### config.mk
export PLATFORM = sky130hd
export DESIGN_NAME = bsl_core
export DESIGN_NICKNAME = d
export VERILOG_FILES = /design/src/logic/bsl_pkg.sv /design/src/logic/bsl_alu.sv /design/src/logic/bsl_core.sv
export VERILOG_INCLUDE_DIRS = /design/src /design/src/logic
export SDC_FILE = /design/constraint.sdc
export NUM_CORES = 1
export LEC_CHECK = 0
export ABC_AREA = 1
export BUFFER_PORTS_ARGS = -buffer_cell sky130_fd_sc_hd__buf_2
export CAP_MARGIN = 30
export CELL_PAD_IN_SITES_DETAIL_PLACEMENT = 0
export CELL_PAD_IN_SITES_GLOBAL_PLACEMENT = 1
export CORE_ASPECT_RATIO = 0.8
export CORE_UTILIZATION = 25
export DETAILED_ROUTE_END_ITERATION = 8
export MAX_ROUTING_LAYER = met4
export PLACE_DENSITY_LB_ADDON = 0.2
export SETUP_SLACK_MARGIN = 0.1
export SLEW_MARGIN = 20
export SYNTH_ARGS = -nofsm -noshare
export SYNTH_HDL_FRONTEND = slang
export SYNTH_SLANG_ARGS = --single-unit
export TNS_END_PERCENT = 5
### constraint.sdc
create_clock -name i_clock -period 2.3 [get_ports i_clock]
set_input_delay 0.69 -clock i_clock [delete_from_list [all_inputs] [get_ports i_clock]]
set_output_delay 0.69 -clock i_clock [all_outputs]
set_load 0.005 [all_outputs]
### src/logic/bsl_params.svh
// bsl_params.svh: constants for the branch/skip/logic execution block
// assumes: included by bare name from the package and the design modules
`ifndef BSL_PARAMS_SVH
`define BSL_PARAMS_SVH

// ----------------------------------------------------------------------
// instruction word fields (14-bit word)
// ----------------------------------------------------------------------
`define BSL_IW_W 14
`define BSL_OP6_HI 13
`define BSL_OP6_LO 8
`define BSL_OP3_HI 13
`define BSL_OP3_LO 11
`define BSL_DEST_BIT 7
`define BSL_FADDR_HI 6
`define BSL_FADDR_LO 0
`define BSL_K8_HI 7
`define BSL_K8_LO 0
`define BSL_K11_HI 10
`define BSL_K11_LO 0

// ----------------------------------------------------------------------
// opcodes
// ----------------------------------------------------------------------
`define BSL_OP_DECSKIP 6'h0b
`define BSL_OP_INCSKIP 6'h0f
`define BSL_OP_INCREMENT_FILE 6'h0a
`define BSL_OP_ORFILE 6'h04
`define BSL_OP_ORLIT 6'h38
`define BSL_OP3_BRANCH 3'h5

// ----------------------------------------------------------------------
// program counter and latch
// ----------------------------------------------------------------------
`define BSL_PC_W 15
`define BSL_LATCH_HI 6
`define BSL_LATCH_LO 3

// ----------------------------------------------------------------------
// reset values
// ----------------------------------------------------------------------
`define BSL_RST_ACC 8'h00
`define BSL_RST_PC 15'h0000
`define BSL_RST_ZERO 1'b0

`endif

### src/logic/bsl_pkg.sv
// bsl_pkg.sv: types for the branch/skip/logic execution block
// assumes: bsl_params.svh on the include path
`include "bsl_params.svh"

package bsl_pkg;
    typedef enum logic [2:0] {
        BSL_OP_NONE,
        BSL_OP_DEC_SKIP,
        BSL_OP_INC_SKIP,
        BSL_OP_INC_FILE,
        BSL_OP_OR_FILE,
        BSL_OP_OR_LIT,
        BSL_OP_BRANCH
    } bsl_op_type;

    typedef enum logic [1:0] {
        BSL_ST_EXEC,
        BSL_ST_FLUSH
    } bsl_state_type;
endpackage : bsl_pkg

### src/logic/bsl_alu.sv
// bsl_alu.sv: decode and combinational datapath for one instruction word
// assumes: same-clock inputs; file operand already read for the address given
`timescale 1ns/1ps
`include "bsl_params.svh"

module bsl_alu (
    input wire logic [`BSL_IW_W-1:0] i_instr,
    input wire logic [7:0] i_acc,
    input wire logic [7:0] i_file,
    output bsl_pkg::bsl_op_type o_op,
    output logic [7:0] o_result,
    output logic o_result_zero
);
    // ------------------------------------------------------------------
    // decode
    // ------------------------------------------------------------------
    function automatic bsl_pkg::bsl_op_type decode(input logic [`BSL_IW_W-1:0] iw);
        logic [5:0] op6;
        op6 = iw[`BSL_OP6_HI:`BSL_OP6_LO];
        if (iw[`BSL_OP3_HI:`BSL_OP3_LO] == `BSL_OP3_BRANCH) begin
            decode = bsl_pkg::BSL_OP_BRANCH;
        end else if (op6 == `BSL_OP_DECSKIP) begin
            decode = bsl_pkg::BSL_OP_DEC_SKIP;
        end else if (op6 == `BSL_OP_INCSKIP) begin
            decode = bsl_pkg::BSL_OP_INC_SKIP;
        end else if (op6 == `BSL_OP_INCREMENT_FILE) begin
            decode = bsl_pkg::BSL_OP_INC_FILE;
        end else if (op6 == `BSL_OP_ORFILE) begin
            decode = bsl_pkg::BSL_OP_OR_FILE;
        end else if (op6[5:2] == 4'(`BSL_OP_ORLIT >> 2)) begin
            // low two opcode bits are don't-care for the literal form
            decode = bsl_pkg::BSL_OP_OR_LIT;
        end else begin
            decode = bsl_pkg::BSL_OP_NONE;
        end
    endfunction : decode

    // ------------------------------------------------------------------
    // datapath
    // ------------------------------------------------------------------
    always_comb begin
        o_op = decode(i_instr);
        case (o_op)
            bsl_pkg::BSL_OP_DEC_SKIP: o_result = i_file - 8'h01;
            bsl_pkg::BSL_OP_INC_SKIP, bsl_pkg::BSL_OP_INC_FILE: begin
                o_result = i_file + 8'h01;
            end
            bsl_pkg::BSL_OP_OR_FILE: o_result = i_acc | i_file;
            bsl_pkg::BSL_OP_OR_LIT: o_result = i_acc | i_instr[`BSL_K8_HI:`BSL_K8_LO];
            default: o_result = 8'h00;
        endcase
        o_result_zero = (o_result == 8'h00);
    end
endmodule : bsl_alu

### src/logic/bsl_core.sv
// bsl_core.sv: execution of skip, increment, inclusive-or and branch
// assumes: one instruction word per cycle on i_instr with i_instr_valid;
// file register read data i_file_rdata matches the address field of
// i_instr combinationally; fetch follows o_pc; writes land on o_file_we.
// How it works
// - destination bit 0 writes accumulator, 1 writes file; address 0..127
// - decrement-skip: file minus one, zero result flushes next slot, no flags
// - increment-skip: file plus one, zero result flushes next slot, no flags
// - branch loads 11-bit immediate into pc low bits, two cycles, no flags
// - branch fills pc bits 14:11 from upper address latch bits 6:3
// - or-literal: accumulator or 8-bit literal into accumulator, zero flag updated
// - increment-file: file plus one to destination, zero flag, never skips
// - or-acc-with-file: accumulator or file to destination, zero flag updated
`timescale 1ns/1ps
`include "bsl_params.svh"

module bsl_core (
    input wire logic i_clock,
    input wire logic i_rstn,
    input wire logic i_instr_valid,
    input wire logic [`BSL_IW_W-1:0] i_instr,
    input wire logic [7:0] i_file_rdata,
    input wire logic [7:0] i_upper_address_latch,
    output logic [`BSL_PC_W-1:0] o_pc,
    output logic [7:0] o_acc,
    output logic o_zero,
    output logic o_file_we,
    output logic [6:0] o_file_addr,
    output logic [7:0] o_file_wdata,
    output logic o_flush
);
    bsl_pkg::bsl_op_type op;
    logic [7:0] result;
    logic result_zero;

    bsl_alu u_alu (
        .i_instr(i_instr),
        .i_acc(o_acc),
        .i_file(i_file_rdata),
        .o_op(op),
        .o_result(result),
        .o_result_zero(result_zero)
    );

    // ------------------------------------------------------------------
    // next state
    // ------------------------------------------------------------------
    bsl_pkg::bsl_state_type state_q, state_d;
    logic [`BSL_PC_W-1:0] pc_d;
    logic [7:0] acc_d;
    logic zero_d;
    logic file_we_d;
    logic [6:0] file_addr_d;
    logic [7:0] file_wdata_d;
    logic flush_d;
    logic dest_file;
    logic exec;

    // sequential advance, shared by executed and discarded slots
    function automatic logic [`BSL_PC_W-1:0] pc_step(input logic [`BSL_PC_W-1:0] pc);
        pc_step = pc + 15'h0001;
    endfunction : pc_step

    always_comb begin
        state_d = state_q;
        pc_d = o_pc;
        acc_d = o_acc;
        zero_d = o_zero;
        file_we_d = 1'b0;
        file_addr_d = o_file_addr;
        file_wdata_d = o_file_wdata;
        flush_d = 1'b0;
        dest_file = i_instr[`BSL_DEST_BIT];
        exec = 1'b0;
        case (state_q)
            bsl_pkg::BSL_ST_FLUSH: begin
                // slot of a taken skip or branch: nothing is written
                if (i_instr_valid) begin
                    state_d = bsl_pkg::BSL_ST_EXEC;
                    pc_d = pc_step(o_pc);
                end
            end
            bsl_pkg::BSL_ST_EXEC: begin
                exec = i_instr_valid;
            end
            default: state_d = bsl_pkg::BSL_ST_EXEC;
        endcase
        if (exec) begin
            pc_d = pc_step(o_pc);
            case (op)
                bsl_pkg::BSL_OP_BRANCH: begin
                    pc_d = {i_upper_address_latch[`BSL_LATCH_HI:`BSL_LATCH_LO],
                            i_instr[`BSL_K11_HI:`BSL_K11_LO]};
                    state_d = bsl_pkg::BSL_ST_FLUSH;
                    flush_d = 1'b1;
                end
                bsl_pkg::BSL_OP_OR_LIT: begin
                    acc_d = result;
                    zero_d = result_zero;
                end
                bsl_pkg::BSL_OP_NONE: ;
                default: begin
                    // file forms: route by destination bit
                    if (dest_file) begin
                        file_we_d = 1'b1;
                        file_addr_d = i_instr[`BSL_FADDR_HI:`BSL_FADDR_LO];
                        file_wdata_d = result;
                    end else begin
                        acc_d = result;
                    end
                    if (op == bsl_pkg::BSL_OP_INC_FILE || op == bsl_pkg::BSL_OP_OR_FILE) begin
                        zero_d = result_zero;
                    end
                    if ((op == bsl_pkg::BSL_OP_DEC_SKIP || op == bsl_pkg::BSL_OP_INC_SKIP)
                            && result_zero) begin
                        state_d = bsl_pkg::BSL_ST_FLUSH;
                        flush_d = 1'b1;
                    end
                end
            endcase
        end
    end

    // ------------------------------------------------------------------
    // registers
    // ------------------------------------------------------------------
    always_ff @(posedge i_clock or negedge i_rstn) begin
        if (!i_rstn) begin
            state_q <= bsl_pkg::BSL_ST_EXEC;
            o_pc <= `BSL_RST_PC;
            o_acc <= `BSL_RST_ACC;
            o_zero <= `BSL_RST_ZERO;
            o_file_we <= 1'b0;
            o_file_addr <= 7'h00;
            o_file_wdata <= 8'h00;
            o_flush <= 1'b0;
        end else begin
            state_q <= state_d;
            o_pc <= pc_d;
            o_acc <= acc_d;
            o_zero <= zero_d;
            o_file_we <= file_we_d;
            o_file_addr <= file_addr_d;
            o_file_wdata <= file_wdata_d;
            o_flush <= flush_d;
        end
    end

    logic in_flush;
    assign in_flush = (state_q == bsl_pkg::BSL_ST_FLUSH);

    logic file_op;
    assign file_op = (op == bsl_pkg::BSL_OP_DEC_SKIP) || (op == bsl_pkg::BSL_OP_INC_SKIP)
        || (op == bsl_pkg::BSL_OP_INC_FILE) || (op == bsl_pkg::BSL_OP_OR_FILE);
endmodule : bsl_core

==> results of run 1 <==
-- cell usage in the layout (no fill, tap or decap), types with 8 or more instances in the layout --
| cell type | synthesis | layout |
|---|---|---|
| sky130_fd_sc_hd__inv_1 | 52 | 46 |
| sky130_fd_sc_hd__buf_4 | 0 | 39 |
| sky130_fd_sc_hd__buf_2 | 6 | 63 |
| sky130_fd_sc_hd__nor2_1 | 20 | 12 |
| sky130_fd_sc_hd__nand2_2 | 1 | 19 |
| sky130_fd_sc_hd__nand3_2 | 1 | 8 |
| sky130_fd_sc_hd__nand2_1 | 131 | 112 |
| sky130_fd_sc_hd__nand3_1 | 25 | 17 |
| sky130_fd_sc_hd__nor2_4 | 3 | 8 |
| sky130_fd_sc_hd__dfrtp_1 | 43 | 43 |
| sky130_fd_sc_hd__o21ai_0 | 42 | 41 |
-- worst min-delay path by stage --
stage	from	to	slack [ns]	cells past startpoint
floorplan	i_rstn	o_acc[0]	0.39	0
global placement	o_file_wdata[5]	o_file_wdata[5]	0.46	2
detailed placement	o_file_addr[2]	o_file_addr[2]	0.46	2
CTS	i_rstn	o_file_we	0.29	1
global route	i_rstn	o_file_we	0.30	1
finish	i_rstn	o_file_we	0.29	1
-- power by group through the flow --
stage	sequential (mW)	combinational, mW	clock, mW
after floorplan	1.05	0.364	0
after CTS	1.04	0.732	0.739
after global routing	1.06	0.854	0.772
final	1.04	0.753	0.712
after detailed placement	1.05	0.710	0
after global placement	1.05	0.699	0
-- routing by layer --
layer	vias up	share of wire (%)	global-route usage, %
met3	6	4.0	3.07
met5	-	0	-
met4	0	0.76	3.42
met1	1313	52	24.6
li1	1499	-	-
met2	63	43	23.2
-- Yosys cell counts, types with 2 or more instances --
cell type / instances
sky130_fd_sc_hd__o22ai_1: 4
sky130_fd_sc_hd__o21ai_0: 42
sky130_fd_sc_hd__nor2_1: 20
sky130_fd_sc_hd__nor2_4: 3
sky130_fd_sc_hd__a21oi_1: 7
sky130_fd_sc_hd__ha_1: 7
sky130_fd_sc_hd__nand4_1: 7
sky130_fd_sc_hd__buf_2: 6
sky130_fd_sc_hd__o21ai_1: 5
sky130_fd_sc_hd__inv_2: 2
sky130_fd_sc_hd__nor3_1: 3
sky130_fd_sc_hd__o211ai_1: 6
sky130_fd_sc_hd__xnor2_1: 3
sky130_fd_sc_hd__dfrtp_1: 43
sky130_fd_sc_hd__xor2_1: 6
sky130_fd_sc_hd__nand3_1: 25
sky130_fd_sc_hd__inv_1: 52
sky130_fd_sc_hd__buf_6: 2
sky130_fd_sc_hd__nand3b_1: 3
sky130_fd_sc_hd__nand2_1: 131
-- sequential cells by signal, summed over array words and instances (netlist names) --
name,count
o_zero,1
o_pc,15
state_q,2
o_file_addr,7
o_file_we,1
o_acc,8
o_file_wdata,8
o_flush,1
-- worst register-to-register path, cell delays in order (launching register included) --
cell	delay [ns]
sky130_fd_sc_hd__dfrtp_1	0.41
sky130_fd_sc_hd__ha_1	0.22
sky130_fd_sc_hd__nand3_1	0.14
sky130_fd_sc_hd__nor2_1	0.20
sky130_fd_sc_hd__nand3_1	0.19
sky130_fd_sc_hd__nor2_2	0.18
sky130_fd_sc_hd__nand4_1	0.11
sky130_fd_sc_hd__xnor2_1	0.15
sky130_fd_sc_hd__o21bai_1	0.13
sky130_fd_sc_hd__nand2_1	0.06
-- cells by family after synthesis --
logic type,synth area share (%)
simple gates,31.8
compound gates,13.7
buf+inv,9.28
flops,38.4
xor+xnor,2.81
fa+ha+maj,3.84
other cells,0.134
-- area by class of cell --
cell class	instances	area, µm²	area share [%]
repair buffers	116	817	19.8
inverters	54	228	5.51
flip-flops and latches	43	1080	26.0
multi-input cells	288	1690	40.9
well taps	144	180	4.36
clock inverters	2	12.5	0.303
clock buffers	6	129	3.12
-- what timing repair did --
item                                    4_1_cts  5_1_grt
resized for setup                            23       38
pin swaps                                    16       28
endpoints found under the setup margin       11       14
setup buffers                                 4        6
==> metrics.txt, run 1 <==
# TYPE chip_impl_metric gauge
chip_impl_info{name="outcome",value="finished, violations left"} 1
chip_impl_info{name="failed_checks",value="negative setup slack"} 1
chip_impl_metric{name="portBuffers",unit=""} 69
chip_impl_info{name="worst_path_most_repeated_cell",value="sky130_fd_sc_hd__nand3_2"} 1
chip_impl_metric{name="pwr_density_cell",unit="nW/µm²"} 606
chip_impl_info{name="worstSetupStartpointType",value="input port"} 1
chip_impl_metric{name="n_fill_cell",unit=""} 1198
chip_impl_metric{name="internal-power",unit="mW"} 1.67
chip_impl_metric{name="share_comb_of_total_power",unit="%"} 30.1
chip_impl_metric{name="drv_slew",unit=""} 0
chip_impl_metric{name="gr_usage_total",unit="%"} 16.5
chip_impl_metric{name="layout_worst_path_cycle_share",unit="%"} 105
chip_impl_metric{name="p_leak",unit="nW"} 2.20
chip_impl_metric{name="critical-path-max-stage-delay",unit="ns"} 0.28
chip_impl_metric{name="max_cap_violations",unit=""} 0
chip_impl_metric{name="first_global_vias",unit=""} 2695
chip_impl_metric{name="detail_route.iter0.violations",unit=""} 144
chip_impl_metric{name="detailed_place.area",unit="µm²"} 3720
chip_impl_info{name="clock_tree.root_cell",value="sky130_fd_sc_hd__clkbuf_16"} 1
chip_impl_metric{name="layout_min_cycle_time",unit="ns"} 2.42
chip_impl_metric{name="critPathArrivalTime",unit="ns"} 2.64
chip_impl_metric{name="finalNonFillerCells",unit=""} 653
chip_impl_info{name="cp_top_family",value="simple AND/OR/NAND/NOR gates"} 1
chip_impl_metric{name="yosysSeqAreaShare",unit="%"} 38.4
chip_impl_info{name="worst_setup_path_end_kind",value="flop"} 1
chip_impl_info{name="cts_tree",value="yes"} 1
chip_impl_metric{name="path_clk_slew",unit="ns"} 0.07
chip_impl_metric{name="inserted_diodes",unit=""} 0
chip_impl_metric{name="clock_latency_at_the_later_pin_of_the_worst_skew_pair",unit="ns"} 0.29
chip_impl_metric{name="route.antenna.remaining_nets",unit=""} 0
chip_impl_metric{name="number_of_hold_violations_in_the_final_report",unit=""} 0
chip_impl_metric{name="synth_largest_type_area_fraction",unit="%"} 38.4
chip_impl_metric{name="num_rows",unit=""} 34
chip_impl_metric{name="critical_path.n_buffers_inverters",unit=""} 4
chip_impl_metric{name="timing.critical_path.depth",unit=""} 17
chip_impl_metric{name="die_area",unit="µm²"} 11700
chip_impl_metric{name="clock_path_buffers",unit=""} 2
chip_impl_info{name="path_cells",value="buf_6 > nor2_4 > nand3_4 > nand2_4 > clkinv_8 > buf_12 > ha_4 > nand2_1 > inv_2 > nand3_2 > nand3_2 > nand2_2 > nand3_2 > nand4_1 > nor2_4 > nand3_2 > nand2_2"} 1
chip_impl_metric{name="number_of_buffers_created_by_cts",unit=""} 5
chip_impl_metric{name="core_area",unit="µm²"} 10900
chip_impl_metric{name="netlist-cell-type-count",unit=""} 37
chip_impl_info{name="critPathCapture",value="state_q[0]"} 1
chip_impl_metric{name="h-tree-depth",unit=""} 2
chip_impl_metric{name="worstRegToRegCells",unit=""} 9
chip_impl_metric{name="detailed_place_hpwl",unit="mm"} 6.88
chip_impl_metric{name="post-layout-total-power",unit="mW"} 2.50
chip_impl_metric{name="post_synth_edffs",unit=""} 0
chip_impl_info{name="most_used_dff_post_synth",value="sky130_fd_sc_hd__dfrtp_1"} 1
chip_impl_metric{name="drive_gt1_share",unit="%"} 36.3
chip_impl_metric{name="floorplan.initialDensity",unit="%"} 25.8
chip_impl_metric{name="placed_insts",unit=""} 635
chip_impl_info{name="synthTopCellsByArea",value="sky130_fd_sc_hd__dfrtp_1, sky130_fd_sc_hd__nand2_1, sky130_fd_sc_hd__o21ai_0"} 1
chip_impl_metric{name="die-height",unit="µm"} 96.7
chip_impl_metric{name="finClkSkew",unit="ns"} 0.00685
chip_impl_metric{name="pwr-share-clk",unit="%"} 28.4
chip_impl_metric{name="cell_count_after_synthesis",unit=""} 394
chip_impl_metric{name="chipWidth",unit="µm"} 120
chip_impl_metric{name="final_core_utilization",unit="%"} 37.9
chip_impl_metric{name="firstDrtPassIters",unit=""} 4
chip_impl_metric{name="maximum_number_of_pins_on_one_net_before_global_route_repair",unit=""} 24
chip_impl_info{name="timing.setup.critical_path_class",value="in -> reg"} 1
chip_impl_metric{name="nets",unit=""} 549
chip_impl_metric{name="power.switching_fraction",unit="%"} 33.4
chip_impl_info{name="timing.rr.end",value="o_pc[14]"} 1
chip_impl_metric{name="wl",unit="mm"} 8.92
chip_impl_metric{name="stdcell_area",unit="µm²"} 4130
chip_impl_metric{name="timing.reg2reg.setup_slack",unit="ns"} 0.39
chip_impl_info{name="synth_largest_area_cell",value="sky130_fd_sc_hd__dfrtp_1"} 1
chip_impl_info{name="regToRegStartpoint",value="o_pc[0]"} 1
chip_impl_metric{name="critical_path_peak_fanout",unit=""} 7
chip_impl_metric{name="ys_warn_count",unit=""} 0
chip_impl_metric{name="synthesis.nets",unit=""} 435
chip_impl_metric{name="grt_first_pass_wirelength",unit="mm"} 14.4
chip_impl_metric{name="timing.slew.headroom",unit="%"} 58.7
chip_impl_metric{name="clkSinkCount",unit=""} 43
chip_impl_info{name="grt_setup_unrepaired",value="yes"} 1
chip_impl_info{name="worst_setup_path_startpoint",value="i_instr[13]"} 1
chip_impl_metric{name="placer_congestion_estimate",unit=""} 0.792
chip_impl_metric{name="drcViolationCount",unit=""} 0
chip_impl_metric{name="switching_power",unit="µW"} 837
chip_impl_metric{name="irDropWorstVdd",unit="mV"} 0.292
chip_impl_metric{name="synthToLayoutAreaGrowth",unit="%"} 47.3
chip_impl_metric{name="seq_power_share",unit="%"} 41.5
chip_impl_metric{name="actual_slew_at_the_worst_max_slew_pin",unit="ns"} 0.613
chip_impl_metric{name="grt_overflow",unit=""} 0
chip_impl_metric{name="mapped_area",unit="µm²"} 2810
chip_impl_metric{name="hold_ws",unit="ns"} 0.293
chip_impl_metric{name="top_level_ports",unit=""} 74
chip_impl_metric{name="vias",unit=""} 2881
chip_impl_metric{name="post_syn_area_per_cell",unit="µm²"} 7.12
chip_impl_metric{name="setup_slack",unit="ns"} -0.116
chip_impl_metric{name="maxClockFrequency",unit="MHz"} 414
chip_impl_metric{name="finalSetupViolations",unit=""} 4
chip_impl_metric{name="route.detailed.wl_per_inst",unit="µm"} 13.7
chip_impl_metric{name="timing.setup.tns",unit="ns"} -0.310
chip_impl_metric{name="place_ws",unit="ns"} -0.487
chip_impl_metric{name="detail_route.vias_per_cell",unit=""} 4.41
chip_impl_metric{name="timing.critical_path.required",unit="ns"} 2.52
chip_impl_info{name="slowest_stage",value="sky130_fd_sc_hd__ha_4"} 1
chip_impl_metric{name="grt_antenna_before_repair",unit=""} 0
chip_impl_metric{name="async_reset_ff_share",unit="%"} 100
chip_impl_info{name="worstHoldPathType",value="in -> async"} 1
chip_impl_metric{name="ctsHoldBuffers",unit=""} 0
chip_impl_metric{name="ys_seq_elements",unit=""} 43
No activity file was read; power rests on OpenSTA's default activity.
==> run 2, diff against run 1 <==
--- a/config.mk
+++ b/config.mk
@@ -13,5 +13,5 @@
 export CELL_PAD_IN_SITES_GLOBAL_PLACEMENT = 1
 export CORE_ASPECT_RATIO = 0.8
-export CORE_UTILIZATION = 25
+export CORE_UTILIZATION = 37
 export DETAILED_ROUTE_END_ITERATION = 8
 export MAX_ROUTING_LAYER = met4
==> constraint.sdc (replaced) <==
create_clock -name i_clock -period 2.3 [get_ports i_clock]
set_input_delay 0.23 -clock i_clock [delete_from_list [all_inputs] [get_ports i_clock]]
set_output_delay 0.23 -clock i_clock [all_outputs]
set_load 0.005 [all_outputs]
==> metrics.txt, run 2 (synthesis results as in run 1) <==
# TYPE chip_impl_metric gauge
chip_impl_metric{name="layout_min_cycle_time",unit="ns"} 2.01
chip_impl_metric{name="nets",unit=""} 527
chip_impl_metric{name="portBuffers",unit=""} 69
chip_impl_info{name="layout_common_cells",value="sky130_fd_sc_hd__nand2_1, sky130_fd_sc_hd__buf_2, sky130_fd_sc_hd__inv_1"} 1
chip_impl_info{name="worstHoldPathType",value="in -> async"} 1
chip_impl_metric{name="h-tree-depth",unit=""} 2
chip_impl_metric{name="route.antenna.remaining_nets",unit=""} 0
chip_impl_metric{name="pwr_density_cell",unit="nW/µm²"} 659
chip_impl_metric{name="layout_worst_path_cycle_share",unit="%"} 87.3
chip_impl_metric{name="ctsHoldBuffers",unit=""} 0
chip_impl_metric{name="detailed_place_hpwl",unit="mm"} 6.09
chip_impl_metric{name="clkSinkCount",unit=""} 43
chip_impl_metric{name="maximum_number_of_pins_on_one_net_before_global_route_repair",unit=""} 44
chip_impl_metric{name="first_global_vias",unit=""} 2645
chip_impl_info{name="failed_checks",value="negative hold slack"} 1
chip_impl_metric{name="grt_overflow",unit=""} 0
chip_impl_metric{name="gr_usage_total",unit="%"} 21.8
chip_impl_metric{name="critical_path_peak_fanout",unit=""} 7
chip_impl_metric{name="critPathArrivalTime",unit="ns"} 2.25
chip_impl_metric{name="route.detailed.wl_per_inst",unit="µm"} 13.6
chip_impl_metric{name="grt_antenna_before_repair",unit=""} 0
chip_impl_metric{name="max_ffs_per_register",unit=""} 15
chip_impl_metric{name="max_cap_violations",unit=""} 0
chip_impl_info{name="slowest_stage",value="sky130_fd_sc_hd__ha_1"} 1
chip_impl_metric{name="placer_congestion_estimate",unit=""} 0.854
chip_impl_metric{name="detailed_place.area",unit="µm²"} 3390
chip_impl_metric{name="timing.setup.tns",unit="ns"} 0
chip_impl_metric{name="actual_slew_at_the_worst_max_slew_pin",unit="ns"} 0.672
chip_impl_metric{name="top_level_ports",unit=""} 74
chip_impl_info{name="clock_tree.root_cell",value="sky130_fd_sc_hd__clkbuf_8"} 1
chip_impl_metric{name="die-height",unit="µm"} 79.9
chip_impl_metric{name="clock_path_buffers",unit=""} 2
chip_impl_info{name="max_flop_register",value="o_pc"} 1
chip_impl_metric{name="critical-path-max-stage-delay",unit="ns"} 0.31
chip_impl_metric{name="number_of_hold_violations_in_the_final_report",unit=""} 36
chip_impl_metric{name="core_area",unit="µm²"} 7360
chip_impl_info{name="grt_setup_unrepaired",value="no"} 1
chip_impl_metric{name="path_clk_slew",unit="ns"} 0.10
chip_impl_metric{name="drive_gt1_share",unit="%"} 25.1
chip_impl_info{name="cts_tree",value="yes"} 1
chip_impl_metric{name="hold_ws",unit="ns"} -0.00852
chip_impl_metric{name="drv_slew",unit=""} 0
chip_impl_metric{name="grt_first_pass_wirelength",unit="mm"} 13.0
chip_impl_metric{name="stdcell_area",unit="µm²"} 3530
chip_impl_metric{name="chipWidth",unit="µm"} 99.4
chip_impl_metric{name="post-layout-total-power",unit="mW"} 2.33
chip_impl_metric{name="vias",unit=""} 2782
chip_impl_info{name="mostFrequentLayoutCell",value="sky130_fd_sc_hd__nand2_1"} 1
chip_impl_metric{name="timing.critical_path.required",unit="ns"} 2.55
chip_impl_info{name="outcome",value="finished, violations left"} 1
chip_impl_metric{name="drcViolationCount",unit=""} 0
chip_impl_info{name="timing.setup.critical_path_class",value="in -> reg"} 1
chip_impl_metric{name="maxClockFrequency",unit="MHz"} 498
chip_impl_metric{name="timing.slew.headroom",unit="%"} 54.8
chip_impl_metric{name="finalSetupViolations",unit=""} 0
chip_impl_metric{name="num_rows",unit=""} 28
chip_impl_metric{name="die_area",unit="µm²"} 7940
chip_impl_metric{name="clock_latency_at_the_later_pin_of_the_worst_skew_pair",unit="ns"} 0.31
chip_impl_info{name="worst_setup_path_end_kind",value="flop"} 1
chip_impl_info{name="path_cells",value="buf_2 > nor2_2 > nand3_2 > nand2_1 > inv_2 > buf_4 > ha_1 > buf_4 > inv_1 > nand4_1 > nand3_1 > nand4_1 > nor2_2 > nand3_2 > nand2_1"} 1
chip_impl_metric{name="wl",unit="mm"} 7.84
chip_impl_metric{name="detail_route.iter0.violations",unit=""} 106
chip_impl_metric{name="number_of_buffers_created_by_cts",unit=""} 5
chip_impl_metric{name="irDropWorstVdd",unit="mV"} 0.275
chip_impl_metric{name="inserted_diodes",unit=""} 0
chip_impl_metric{name="finClkSkew",unit="ns"} 0.00850
chip_impl_info{name="biggestRegsByFlops",value="o_pc x15, o_acc x8, o_file_wdata x8"} 1
chip_impl_metric{name="synthToLayoutAreaGrowth",unit="%"} 26.0
chip_impl_metric{name="firstDrtPassIters",unit=""} 4
chip_impl_info{name="worstSetupStartpointType",value="input port"} 1
chip_impl_metric{name="p_leak",unit="nW"} 2.02
chip_impl_metric{name="detail_route.vias_per_cell",unit=""} 4.82
chip_impl_metric{name="floorplan.initialDensity",unit="%"} 38.1
-- run 2: changes by cell type in the layout (fill, tap and decap cells not counted), sizes merged --
cell	change
inv	+1
bufinv	+1
clkinvlp	-1
buf	-22
clkbuf	-1
-- run 2: path summary, 6_finish.rpt --
path                                startpoint              end  slack, ns  cells after the start
worst max-delay path               i_instr[13]          o_flush       0.29                     15
worst min-delay path                    i_rstn  o_file_wdata[6]     -0.009                      2
worst max register to register         o_pc[0]         o_pc[14]       0.37                      9
worst min register to register  o_file_addr[2]   o_file_addr[2]       0.48                      2
max in group asynchronous               i_rstn   o_file_addr[2]       1.94                      2
min in group i_clock                i_instr[5]   o_file_addr[5]       0.14                      3
-- run 2: area by class of cell --
| type | instances | area (µm²) |
|---|---|---|
| inverters | 54 | 203 |
| multi-input cells | 288 | 1500 |
| repair buffers | 94 | 533 |
| clock inverters | 3 | 43.8 |
| clock buffers | 5 | 68.8 |
| well taps | 90 | 113 |
| fillers | 805 | 3820 |
| flip-flops and latches | 43 | 1080 |
-- run 2: worst max-delay path, delay by kind of cell --
kind	cells	cell delay [ns]
buf+inv	5	0.55
simple gates	9	1.16
fa+ha+maj	1	0.31
-- run 2: per-stage QoR --
stage | utilization (%) | std cells | setup WS, ns
floorplan | - | 394 | 0.198
detailed placement | 46.1 | 569 | -0.176
finish | 48.0 | 577 | 0.293
global route | 48.0 | 577 | 0.111
global placement | 46.1 | 569 | -0.119
CTS | 47.7 | 577 | 0.139
-- run 2: what timing repair did --
action	CTS	global route
resized for setup	0	7
setup buffers	0	0
setup endpoints to repair	0	5
-- run 2: power breakdown --
group / switching [mW] / internal (mW)
logic: 0.359 / 0.304
registers: 0.129 / 0.906
clock network: 0.307 / 0.324
total: 0.795 / 1.53
-- run 2: metal layers --
layer / vias to the layer above / wire length (µm) / part of all wire [%] / global-route usage (%)
met5: - / 0 / 0 / -
met2: 73 / 3260 / 42 / 31.6
met4: 0 / 90 / 1.1 / 5.44
li1: 1451 / - / - / -
met1: 1250 / 4120 / 53 / 31.0
met3: 8 / 365 / 4.7 / 4.20
